===== src/pkg/dlk_pkg.sv =====
// Purpose: Shared constants and types for the display link serdes block.
// Assumes: System clock of 40 MHz; pixel clock sampled as a plain input.
// Notes:   Lane mapping and lock timing are held here so both halves agree.
package dlk_pkg;
  // ----------------------------------------------------------------------
  // Word layout
  // ----------------------------------------------------------------------
  localparam int unsigned WORD_W = 28;
  localparam int unsigned LANES = 4;
  localparam int unsigned SLOTS = 7;
  localparam int unsigned COLOUR_W = 24;
  localparam int unsigned LINE_SYNC_BIT = 24;
  localparam int unsigned FRAME_SYNC_BIT = 25;
  localparam int unsigned VALID_BIT = 26;
  localparam int unsigned SPARE_BIT = 27;
  // One rise per word, at slot 0, so the receiver never restarts mid-word
  localparam logic [SLOTS-1:0] FWD_CLK_PATTERN = 7'h0f;
  // ----------------------------------------------------------------------
  // Timing
  // ----------------------------------------------------------------------
  localparam longint unsigned SYS_CLK_HZ = 40000000;
  localparam longint unsigned LOCK_TIME_MS = 10;
  localparam longint unsigned LOCK_CYCLES =
    (LOCK_TIME_MS * SYS_CLK_HZ + 999) / 1000;
  localparam int unsigned LOCK_W = 32;
  localparam logic [LOCK_W-1:0] LOCK_DEFAULT = LOCK_CYCLES[LOCK_W-1:0];
  localparam logic [LOCK_W-1:0] REF_IDLE_MAX = 32'h0000_0040;
  localparam int unsigned SLOT_W = 3;
  localparam logic [SLOT_W-1:0] SLOT_LAST = 3'h6;
  localparam logic [SLOT_W-1:0] SLOT_ZERO = 3'h0;
  typedef enum logic [1:0] {DLK_OFF, DLK_LOCKING, DLK_RUN} dlk_state_t;
endpackage


===== src/logic/dlk_lock_timer.sv =====
// Purpose: Lock timer that models a PLL settle window.
// Assumes: Start is a level; restarting clears the count.
// Notes:   Used twice, once for each half of the link.
`timescale 1ns/100ps
module dlk_lock_timer #(
  parameter logic [dlk_pkg::LOCK_W-1:0] LOCK_LEN = dlk_pkg::LOCK_DEFAULT
) (
  input wire logic clk_sys,
  input wire logic nrst,
  input wire logic run,
  output logic locked
);
  import dlk_pkg::*;
  logic [LOCK_W-1:0] count_reg;

  // Count while the reference runs; any stop restarts the settle window
  always_ff @(posedge clk_sys or negedge nrst) begin
    if (!nrst) begin
      count_reg <= '0;
      locked <= 1'b0;
    end else if (!run) begin
      count_reg <= '0;
      locked <= 1'b0;
    end else if (count_reg >= LOCK_LEN - 1'b1) begin
      locked <= 1'b1;
    end else begin
      count_reg <= count_reg + 1'b1;
    end
  end
endmodule


===== src/logic/dlk_serdes.sv =====
// Purpose: Display link transmitter and receiver, 28 bits over 4 lanes.
// Assumes: Pixel and forwarded clocks are sampled by clk_sys; the serial
//          slot rate is modelled one slot per clk_sys cycle.
// Notes:   Bit slots advance once per clk_sys cycle, with no divided enable.
// How it works
// - The transmitter turns a 28-bit parallel word into four serial lanes.
// - A fifth lane carries a clock locked to the pixel clock.
// - Each pixel clock cycle all 28 inputs are captured once and sent.
// - The receiver rebuilds the 28-bit word from four lanes and that clock.
// - A word holds 24 colour bits and four control bits.
// - At 65 MHz each lane carries 455 Mbps, seven bits per pixel cycle.
// - Each pixel period holds exactly seven bit slots per lane; here seven clk_sys slots follow each pixel rise.
// - Inputs are sampled on the rising edge of the pixel clock.
// - The rising edge of the recovered clock strobes the output word.
// - Serial output is not trusted until the transmit lock time of 10 ms.
// - Recovered data is not trusted until the receive lock time of 10 ms.
// - With power_down_n low all outputs float and the block idles; here serial_out_en and parallel_out_en drop, the locks clear, data holds.
// - The control bits stand for line sync, frame sync and data enable.
`timescale 1ns/100ps
module dlk_serdes #(
  parameter logic [dlk_pkg::LOCK_W-1:0] LOCK_LEN = dlk_pkg::LOCK_DEFAULT
) (
  input wire logic clk_sys,
  input wire logic nrst,
  input wire logic power_down_n,
  input wire logic pixel_clock_in,
  input wire logic [dlk_pkg::WORD_W-1:0] parallel_data_in,
  output logic [dlk_pkg::LANES-1:0] serial_lane_out,
  output logic serial_clock_out,
  output logic serial_out_en,
  output logic tx_locked,
  input wire logic [dlk_pkg::LANES-1:0] serial_lane_in,
  input wire logic serial_clock_in,
  output logic [dlk_pkg::WORD_W-1:0] parallel_data_out,
  output logic [dlk_pkg::COLOUR_W-1:0] colour_out,
  output logic line_sync,
  output logic frame_sync,
  output logic data_valid_strobe,
  output logic spare_control,
  output logic recovered_clock_out,
  output logic parallel_out_en,
  output logic rx_locked
);
  import dlk_pkg::*;

  // ----------------------------------------------------------------------
  // Input synchronisers
  // ----------------------------------------------------------------------
  logic pd_meta, pd_sync, pix_meta, pix_sync, pix_prev;
  logic fwd_meta, fwd_sync, fwd_prev;
  logic [LANES-1:0] lane_meta, lane_sync;
  logic [WORD_W-1:0] din_meta, din_sync;
  logic pix_rise, fwd_rise, tx_lock_w, rx_lock_w;

  // Two stages on every pin; the first stage feeds only the second
  always_ff @(posedge clk_sys or negedge nrst) begin
    if (!nrst) begin
      pd_meta <= 1'b0;
      pd_sync <= 1'b0;
      pix_meta <= 1'b0;
      pix_sync <= 1'b0;
      pix_prev <= 1'b0;
      fwd_meta <= 1'b0;
      fwd_sync <= 1'b0;
      fwd_prev <= 1'b0;
      lane_meta <= '0;
      lane_sync <= '0;
      din_meta <= '0;
      din_sync <= '0;
    end else begin
      pd_meta <= power_down_n;
      pd_sync <= pd_meta;
      pix_meta <= pixel_clock_in;
      pix_sync <= pix_meta;
      pix_prev <= pix_sync;
      fwd_meta <= serial_clock_in;
      fwd_sync <= fwd_meta;
      fwd_prev <= fwd_sync;
      lane_meta <= serial_lane_in;
      lane_sync <= lane_meta;
      din_meta <= parallel_data_in;
      din_sync <= din_meta;
    end
  end

  assign pix_rise = pix_sync & ~pix_prev;
  assign fwd_rise = fwd_sync & ~fwd_prev;

  // ----------------------------------------------------------------------
  // Lock timers
  // ----------------------------------------------------------------------
  // Settle windows only run while powered and the reference toggles
  logic pix_alive, fwd_alive;
  logic [LOCK_W-1:0] pix_idle_reg, fwd_idle_reg;
  localparam logic [LOCK_W-1:0] IDLE_MAX = REF_IDLE_MAX;

  // Lose the reference after a long gap with no rising edge
  always_ff @(posedge clk_sys or negedge nrst) begin
    if (!nrst) begin
      pix_idle_reg <= IDLE_MAX;
      fwd_idle_reg <= IDLE_MAX;
    end else begin
      if (pix_rise) pix_idle_reg <= '0;
      else if (pix_idle_reg != IDLE_MAX) pix_idle_reg <= pix_idle_reg + 1'b1;
      if (fwd_rise) fwd_idle_reg <= '0;
      else if (fwd_idle_reg != IDLE_MAX) fwd_idle_reg <= fwd_idle_reg + 1'b1;
    end
  end

  assign pix_alive = pd_sync && (pix_idle_reg != IDLE_MAX);
  assign fwd_alive = pd_sync && (fwd_idle_reg != IDLE_MAX);

  dlk_lock_timer #(.LOCK_LEN(LOCK_LEN)) u_tx_lock (
    .clk_sys(clk_sys),
    .nrst(nrst),
    .run(pix_alive),
    .locked(tx_lock_w)
  );

  dlk_lock_timer #(.LOCK_LEN(LOCK_LEN)) u_rx_lock (
    .clk_sys(clk_sys),
    .nrst(nrst),
    .run(fwd_alive),
    .locked(rx_lock_w)
  );

  // ----------------------------------------------------------------------
  // Transmitter
  // ----------------------------------------------------------------------
  logic [WORD_W-1:0] tx_word_reg;
  logic [SLOT_W-1:0] tx_slot_reg;
  logic tx_busy_reg;

  // Capture the whole word on the pixel rising edge, then walk 7 slots
  always_ff @(posedge clk_sys or negedge nrst) begin
    if (!nrst) begin
      tx_word_reg <= '0;
      tx_slot_reg <= SLOT_ZERO;
      tx_busy_reg <= 1'b0;
    end else if (!pd_sync) begin
      tx_busy_reg <= 1'b0;
      tx_slot_reg <= SLOT_ZERO;
    end else if (pix_rise) begin
      tx_word_reg <= din_sync;
      tx_slot_reg <= SLOT_ZERO;
      tx_busy_reg <= 1'b1;
    end else if (tx_busy_reg) begin
      if (tx_slot_reg == SLOT_LAST) tx_busy_reg <= 1'b0;
      else tx_slot_reg <= tx_slot_reg + 1'b1;
    end
  end

  // Lane l carries word bits l*7 .. l*7+6, slot 0 first
  logic [LANES-1:0] tx_bits;
  always_comb begin
    for (int l = 0; l < LANES; l++) begin
      tx_bits[l] = tx_word_reg[l*SLOTS + int'(tx_slot_reg)];
    end
  end

  // Drive lanes and forwarded clock; float all when powered down
  always_ff @(posedge clk_sys or negedge nrst) begin
    if (!nrst) begin
      serial_lane_out <= '0;
      serial_clock_out <= 1'b0;
      serial_out_en <= 1'b0;
      tx_locked <= 1'b0;
    end else begin
      serial_out_en <= pd_sync;
      tx_locked <= tx_lock_w;
      // Gate with power too, so no slot leaks out once the enable drops
      serial_lane_out <= (pd_sync && tx_busy_reg) ? tx_bits : '0;
      serial_clock_out <= pd_sync && tx_busy_reg
        && FWD_CLK_PATTERN[tx_slot_reg];
    end
  end

  // ----------------------------------------------------------------------
  // Receiver
  // ----------------------------------------------------------------------
  logic [WORD_W-1:0] rx_shift_reg;
  logic [SLOT_W-1:0] rx_slot_reg;
  logic rx_busy_reg, rx_done_reg;

  // Forwarded clock rise marks slot 0; gather one bit per lane per slot
  always_ff @(posedge clk_sys or negedge nrst) begin
    if (!nrst) begin
      rx_shift_reg <= '0;
      rx_slot_reg <= SLOT_ZERO;
      rx_busy_reg <= 1'b0;
      rx_done_reg <= 1'b0;
    end else begin
      rx_done_reg <= 1'b0;
      if (!pd_sync) begin
        rx_busy_reg <= 1'b0;
      end else if (fwd_rise || rx_busy_reg) begin
        for (int l = 0; l < LANES; l++) begin
          rx_shift_reg[l*SLOTS + int'(fwd_rise ? SLOT_ZERO : rx_slot_reg)]
            <= lane_sync[l];
        end
        if (fwd_rise) begin
          rx_slot_reg <= SLOT_ZERO + 1'b1;
          rx_busy_reg <= 1'b1;
        end else if (rx_slot_reg == SLOT_LAST) begin
          rx_busy_reg <= 1'b0;
          rx_done_reg <= 1'b1;
        end else begin
          rx_slot_reg <= rx_slot_reg + 1'b1;
        end
      end
    end
  end

  // Word changes with clock low, then clock pulses at the next forwarded clock rise as strobe
  always_ff @(posedge clk_sys or negedge nrst) begin
    if (!nrst) begin
      parallel_data_out <= '0;
      colour_out <= '0;
      line_sync <= 1'b0;
      frame_sync <= 1'b0;
      data_valid_strobe <= 1'b0;
      spare_control <= 1'b0;
      recovered_clock_out <= 1'b0;
      parallel_out_en <= 1'b0;
      rx_locked <= 1'b0;
    end else begin
      parallel_out_en <= pd_sync;
      rx_locked <= rx_lock_w;
      recovered_clock_out <= 1'b0;
      if (rx_done_reg) begin
        parallel_data_out <= rx_shift_reg;
        colour_out <= rx_shift_reg[COLOUR_W-1:0];
        line_sync <= rx_shift_reg[LINE_SYNC_BIT];
        frame_sync <= rx_shift_reg[FRAME_SYNC_BIT];
        data_valid_strobe <= rx_shift_reg[VALID_BIT];
        spare_control <= rx_shift_reg[SPARE_BIT];
      end else if (fwd_rise) begin
        recovered_clock_out <= pd_sync;
      end
    end
  end
endmodule


===== config.mk =====
export PLATFORM = sky130hd
export DESIGN_NAME = dlk_serdes
export DESIGN_NICKNAME = d
export VERILOG_FILES = /design/src/pkg/dlk_pkg.sv /design/src/logic/dlk_lock_timer.sv /design/src/logic/dlk_serdes.sv
export SDC_FILE = /design/constraint.sdc
export NUM_CORES = 1
export LEC_CHECK = 0
export BUFFER_PORTS_ARGS = -buffer_cell sky130_fd_sc_hd__buf_2
export CAP_MARGIN = 20
export CORE_UTILIZATION = 55
export CTS_CLUSTER_DIAMETER = 120
export DETAILED_ROUTE_END_ITERATION = 16
export PLACE_DENSITY = 0.74
export SYNTH_ARGS = -nofsm -noshare
export SYNTH_HDL_FRONTEND = slang
export SYNTH_SLANG_ARGS = --single-unit
export TNS_END_PERCENT = 10

===== constraint.sdc =====
create_clock -name clk_sys -period 8.25 [get_ports clk_sys]
set_clock_uncertainty 0.1 [all_clocks]
set_input_delay 0.4125 -clock clk_sys [delete_from_list [all_inputs] [get_ports clk_sys]]
set_output_delay 0.4125 -clock clk_sys [all_outputs]
set_load 0.05 [all_outputs]

# Yosys cells after proc, flatten, opt, wreduce, memory -nomap -nowiden

Memories as Yosys holds them, arrays and structs flattened.
Cells that the tools add are included.

Register bits: 332
Latch bits: 0
Bits in writable memories: 0
ROM bits: 8
Input port bits: 37
Output and inout port bits: 66
Word-level logic and storage cells: 153
Memories: 1

Memory list:

| name            | depth | width | read ports | clocked after Yosys merged registers in | write ports | line              | source |
|---|---|---|---|---|---|---|---|
| (no name shown) | 8     | 1     | 1          | 0                                       | 0           | dlk_serdes.sv:174 | `&& FWD_CLK_PATTERN[tx_slot_reg];` |

Add/sub/neg operators: 12
$mul: 0
Div/mod/pow operators: 0
Order comparisons: 15
Equality and inequality tests: 13
Shift-type cells: 0
Mux-type cells: 55
Bitwise gates (word level): 4
Reductions and logical operators: 16

Operator list:

| cell                  | count |
|---|---|
| $mux 32               | 8 |
| $add 32x1->32 const B | 4 |
| $bwmux 28             | 4 |
| $ge 32x1->1 const B   | 3 |
| $lt 32x6->1 const B   | 3 |
| $ge 32x19->1 const B  | 2 |
| $ne 32x7->1 const B   | 2 |
| $add 3x32->32 const A | 1 |
| $add 4x32->32 const A | 1 |
| $mux 1                | 27 |
| $mux 3                | 7 |
| $demux 1 s5           | 4 |
| $bmux 1 s5            | 3 |
| $add 5x3->6 const A   | 2 |
| $lt 6x6->1 const B    | 2 |
| $ne 2x2->1 const B    | 5 |
| $logic_and 1x1->1     | 8 |
| $reduce_and 2->1      | 4 |
| $add 3x1->3 const B   | 2 |
| $eq 3x3->1 const B    | 2 |
| $ge 6x1->1 const B    | 1 |
| $lt 3x6->1 const B    | 1 |
| $lt 4x6->1 const B    | 1 |
| $lt 5x6->1 const B    | 1 |
| other kinds (13)      | 17 |

# Logic depth before layout (Yosys ltp)

Word-level depth: 11
Gate-level depth with buffers: 12
Depth with buffers taken out: 9

# By module

Synthesis repeated with hierarchy kept, for this count alone.

Cells, all modules: 1166
Area, all modules: 13322.8 µm²

By module, submodules not included:

| module         | instances | cells each | area an instance (µm²) | seq. area each (µm²) |
|---|---|---|---|---|
| dlk_serdes     | 1         | 860        | 10299.9                | 5958.2 |
| dlk_lock_timer | 2         | 153        | 1511.4                 | 825.8 |

# Worst setup path before layout

Ideal clock, no wire load.

Kind: reg2reg
Start point: register tx_slot_reg[0]
End point: register serial_lane_out[1] (netlist name)
Setup time: 0.131 ns
Arrival: 2.840 ns
Required time: 8.019 ns
Setup slack: 5.179 ns
Stages on the path, launching flop included: 10
Buffers on the path: 3
Period minus slack after synthesis: 3.071 ns
Path through: dfrtp_1 clkbuf_1 clkbuf_1 inv_1 ha_1 clkbuf_1 mux4_2 nor2b_1 a211oi_1 a211oi_1

Cells in the longest elaborated chain, start to end: 4

RTL lines:

| item                         | line              | source |
|---|---|---|
| from (decl)                  | dlk_serdes.sv:131 | `logic [SLOT_W-1:0] tx_slot_reg;` |
| from (signal assigned)       | dlk_serdes.sv:149 | `else tx_slot_reg <= tx_slot_reg + 1'b1;` |
| $add 3x3->4                  | dlk_serdes.sv:157 | `tx_bits[l] = tx_word_reg[l*SLOTS + int'(tx_slot_reg)];` |
| $bmux 1 s5                   | dlk_serdes.sv:157 |  |
| $mux 1 (implied by the code) | dlk_serdes.sv:157 |  |
| $mux 4                       | dlk_serdes.sv:172 | `serial_lane_out <= (pd_sync && tx_busy_reg) ? tx_bits : '0;` |
| to (signal assigned)         | dlk_serdes.sv:172 |  |
| to (decl)                    | dlk_serdes.sv:28  | `output logic [dlk_pkg::LANES-1:0] serial_lane_out,` |

Every way passes these cells. The select of a mux whose other input is x is not followed.
A chain may end at the register's enable or synchronous reset.

# Worst setup path after layout

Start point: register fwd_prev
End point: register rx_shift_reg[11]

Cells in the longest elaborated chain, start to end: 11
Elaborated cells between the ends (all ways): 32
Those cells by class: add/sub: 3; order compare: 8; mux: 13; bitwise: 2; reduce/logical: 6

RTL lines:

| item                                                                     | line              | source |
|---|---|---|
| from (decl)                                                              | dlk_serdes.sv:50  | `logic fwd_meta, fwd_sync, fwd_prev;` |
| from (signal assigned)                                                   | dlk_serdes.sv:78  | `fwd_prev <= fwd_sync;` |
| $not 1->1 *                                                              | dlk_serdes.sv:87  | `assign fwd_rise = fwd_sync & ~fwd_prev;` |
| $and 1x1->1 *                                                            | dlk_serdes.sv:87  |  |
| $mux 3                                                                   | dlk_serdes.sv:198 | `rx_shift_reg[l*SLOTS + int'(fwd_rise ? SLOT_ZERO : rx_slot_reg)]` |
| $add 3x32->32 (tied with other cells)                                    | dlk_serdes.sv:198 |  |
| $ge 32x1->1 (implied by the code) (tied with other cells)                | dlk_serdes.sv:198 |  |
| $logic_and 1x1->1 (implied by the code) / $mux 1 (equally long branches) | dlk_serdes.sv:198 |  |
| $mux 1 / $demux 1 s5 (equally long branches)                             | dlk_serdes.sv:198 |  |
| $demux 1 s5 / $bwmux 28 (equally long branches)                          | dlk_serdes.sv:198 |  |
| $bwmux 28 (3 in a row)                                                   | dlk_serdes.sv:198 |  |
| to (signal assigned)                                                     | dlk_serdes.sv:188 | `rx_shift_reg <= '0;` |
| to (decl)                                                                | dlk_serdes.sv:181 | `logic [WORD_W-1:0] rx_shift_reg;` |

Every way passes the cells marked *; elsewhere a longest branch is shown, timed or not.

==> reports/qor.csv <==
metric,value,unit
TritonRoute pass-1 iters,6,
ant diodes,0,
Worst-Skew Late Latency,0.56,ns
DIE AREA,0.0255,mm²
largest net degree at the start of global routing,194,
port bufs,102,
Tcrit/Tclk final,42.8,%
Sw Share,30.1,%
GRT Total Usage,21.7,%
Highest Clock Rate,283,MHz
area share of the largest cell type after synthesis,55.2,%
Initial Util,56.1,%
Area Growth Syn to Fin,14.9,%
routed vias/inst,5.88,
Compound-Gate Fraction of Synth Area,8.71,%
violation count after the first detailed-routing iteration,808,
Final WS setup,4.72,ns
Filler Cell Count,1828,
clock root cell,clkbuf_16,
Rows,57,
share of cells above drive strength 1,19.1,%
arrival time worst endpoint,3.87,ns
Slew @ Worst Pin,1.05,ns
worst reg2reg path depth,7,
Combinational Power Share,18.6,%
Worst slew margin,30.1,%
RSZ-0062 raised after global routing,no,
cell family with most CP delay,simple AND/OR/NAND/NOR gates,
nets,1363,
Core Area,0.0244,mm²
final setup violating endpoints,0,
P_leak,7.00,nW
mean routed wirelength per cell,16.6,µm
hold path cells,0,
critical path's slowest cell,nand2b_1,
die span in y,160,µm
worst r2r src,fwd_prev,
Final HPWL DP,16.9,mm
cell internal pwr,2.86,mW
Sw Pwr,1.23,mW
Synth Area in Adders,1.74,%
Post-synth EDFFs,0,
top post-synthesis cells by area,"dfrtp_1 (55%), mux2_2 (5.6%), nand3_1 (2.4%)",
worst path bufs/invs,0,
Synth Area per Inst,11.2,µm²
dpl ws,4.81,ns
Final Max Tran Viols,0,
crit path cell chain,nand2b_1 > nand2_1 > ha_1 > nand2b_1 > o32ai_1 > nand2_1 > o311a_1,
post-route antenna net violation count,0,
count of cell types in the netlist,66,
"FFs w/ async S/R, synth",100,%
CTS buffer count,31,
status,completed,
WHS Endpoint,din_sync[16],
yosys warns,0,
Cell Pwr Density,260,mW/mm²
nature of the critical path startpoint,flop,
"Seq/Total Area, Yosys",55.6,%
peak supply drop,0.249,mV
Crit. Startpoint,fwd_prev,
WS Path Type,reg -> reg,
mux cell area share after synthesis,8.25,%
clk buf depth,3,
worst min path class,reg -> reg,
Max stage delay on crit path,0.76,ns
Sinks on Clock Net,304,
hold-fix buffers at CTS,36,
Sequential Power Share,44.2,%
Syn Nets,1276,
RR Endpoint,rx_shift_reg[11],
power share of the clock group,37.2,%
initial antenna violation count,0,
CTS tree,done,
Die Wd,160,µm
#FFs+latches synth,304,
clock transition at the registers of the reported paths,0.07,ns
simple-gate area share of the yosys netlist,18.4,%
XOR/XNOR share of the synthesized area,3.14,%
Synth Instances,1220,
Post-CTS Setup Bufs,0,
GRT Residual Overflow,0,
maxcap violations,0,
largest family of logic cells by synthesized area,simple AND/OR/NAND/NOR gates,
"Cell Area, Synth",0.0137,mm²
post-CTS resize count,0,
"Max FO, Critical Path",26,
critical path data required time,8.59,ns
Tmin final,3.53,ns
residual DRC count,0,
Worst setup EP type,flop,
R2R Setup Slk,4.72,ns
leading area contributor after synthesis,dfrtp_1,
setup TNS,0,ns
# IOs,103,
routability-driven placement congestion ratio,0.891,
routed via count,9737,
H-tree depth,1,
vias in the first global route,9194,
first-pass GRT wire length,46.0,mm
Total Wirelength,27.4,mm
final hold violation count,0,
ys flop type,dfrtp_1,
hold_sp,din_meta[16],
[cell families after synthesis]
logic type | after synthesis
multiplexers | 88
flip-flops | 304
adder cells (fa/ha/maj) | 19
buffers and inverters | 118
AND/OR/NAND/NOR | 455
AO/OA/AOI/OAI | 187
XOR/XNOR | 49
[power groups by stage]
stage          Clock, mW  Combinational, mW  Sequential (mW)
6_report            1.52              0.758             1.81
5_1_grt             1.62              0.821             1.83
4_1_cts             1.55              0.757             1.80
3_5_place_dp           0              0.737             1.83
3_3_place_gp           0              0.722             1.82
2_1_floorplan          0              0.544             1.84
[layer usage]
layer	up-vias	routed length (µm)	track usage (%)
met5	-	0	0
met4	0	501	5.16
met3	39	1120	3.17
met2	248	12900	34.4
met1	4862	12900	31.6
li1	4588	-	-
[worst max-delay path by stage]
stage / slack (ns) / to / cells past startpoint
2_1_floorplan: 5.18 / serial_lane_out[1] / 9
3_3_place_gp: 4.94 / rx_shift_reg[9] / 7
3_5_place_dp: 4.81 / rx_shift_reg[11] / 7
4_1_cts: 4.78 / rx_shift_reg[11] / 7
5_1_grt: 4.47 / rx_shift_reg[11] / 7
6_report: 4.72 / rx_shift_reg[11] / 7
[layout make-up]
type / instances / area (µm²) / area share [%]
flip-flops and latches: 304 / 7610 / 48.4
multi-input cells: 798 / 5520 / 35.1
repair buffers: 147 / 968 / 6.16
clock buffers: 42 / 837 / 5.33
well taps: 324 / 405 / 2.58
clock inverters: 16 / 283 / 1.80
inverters: 25 / 93.8 / 0.597
[cells in the final DEF, fill, tap and decap left out, types with 31 or more instances in the layout]
cell / count
nand3_1: 66
dfrtp_1: 302
o21ai_0: 35
dlygate4sd3_1: 36
nor3_1: 33
buf_2: 101
clkbuf_16: 31
nand2_1: 69
nor2_1: 82
or4_1: 32
mux2_2: 68
a21oi_1: 62
and2_1: 33
[Yosys cell counts (all sizes together), types with 8 or more instances]
| master | number |
|---|---|
| dfrtp | 302 |
| nor2 | 82 |
| nand2 | 69 |
| mux2 | 68 |
| nand3 | 66 |
| a21oi | 62 |
| clkbuf | 56 |
| buf | 37 |
| o21ai | 36 |
| and2 | 33 |
| nor3 | 33 |
| or4 | 33 |
| nand4 | 29 |
| o31ai | 29 |
| xnor2 | 29 |
| nor4 | 25 |
| inv | 23 |
| xor2 | 20 |
| ha | 19 |
| and4 | 17 |
| or3 | 17 |
| nand2b | 16 |
| mux4 | 13 |
| and3 | 12 |
| a31oi | 8 |
[worst register-to-register path: stages, from the launching register on]
cell      delay (ns)
dfrtp_1         0.35
nand2b_1        0.76
nand2_1         0.31
ha_1            0.43
nand2b_1        0.22
o32ai_1         0.68
nand2_1         0.21
o311a_1         0.35
[per-stage QoR]
stage	instance area [µm²]	utilization, %	power, mW	hold slack, ns	instances
after global routing	15700	64.4	4.26	0.254	1656
after floorplan	13700	-	2.38	0.0169	1220
after detailed placement	14200	58.3	2.57	0.235	1560
after global placement	14200	58.3	2.54	0.233	1560
final	15700	64.4	4.08	0.247	1656
after CTS	15700	64.4	4.11	0.248	1654
No activity file was read; power rests on OpenSTA's default activity.
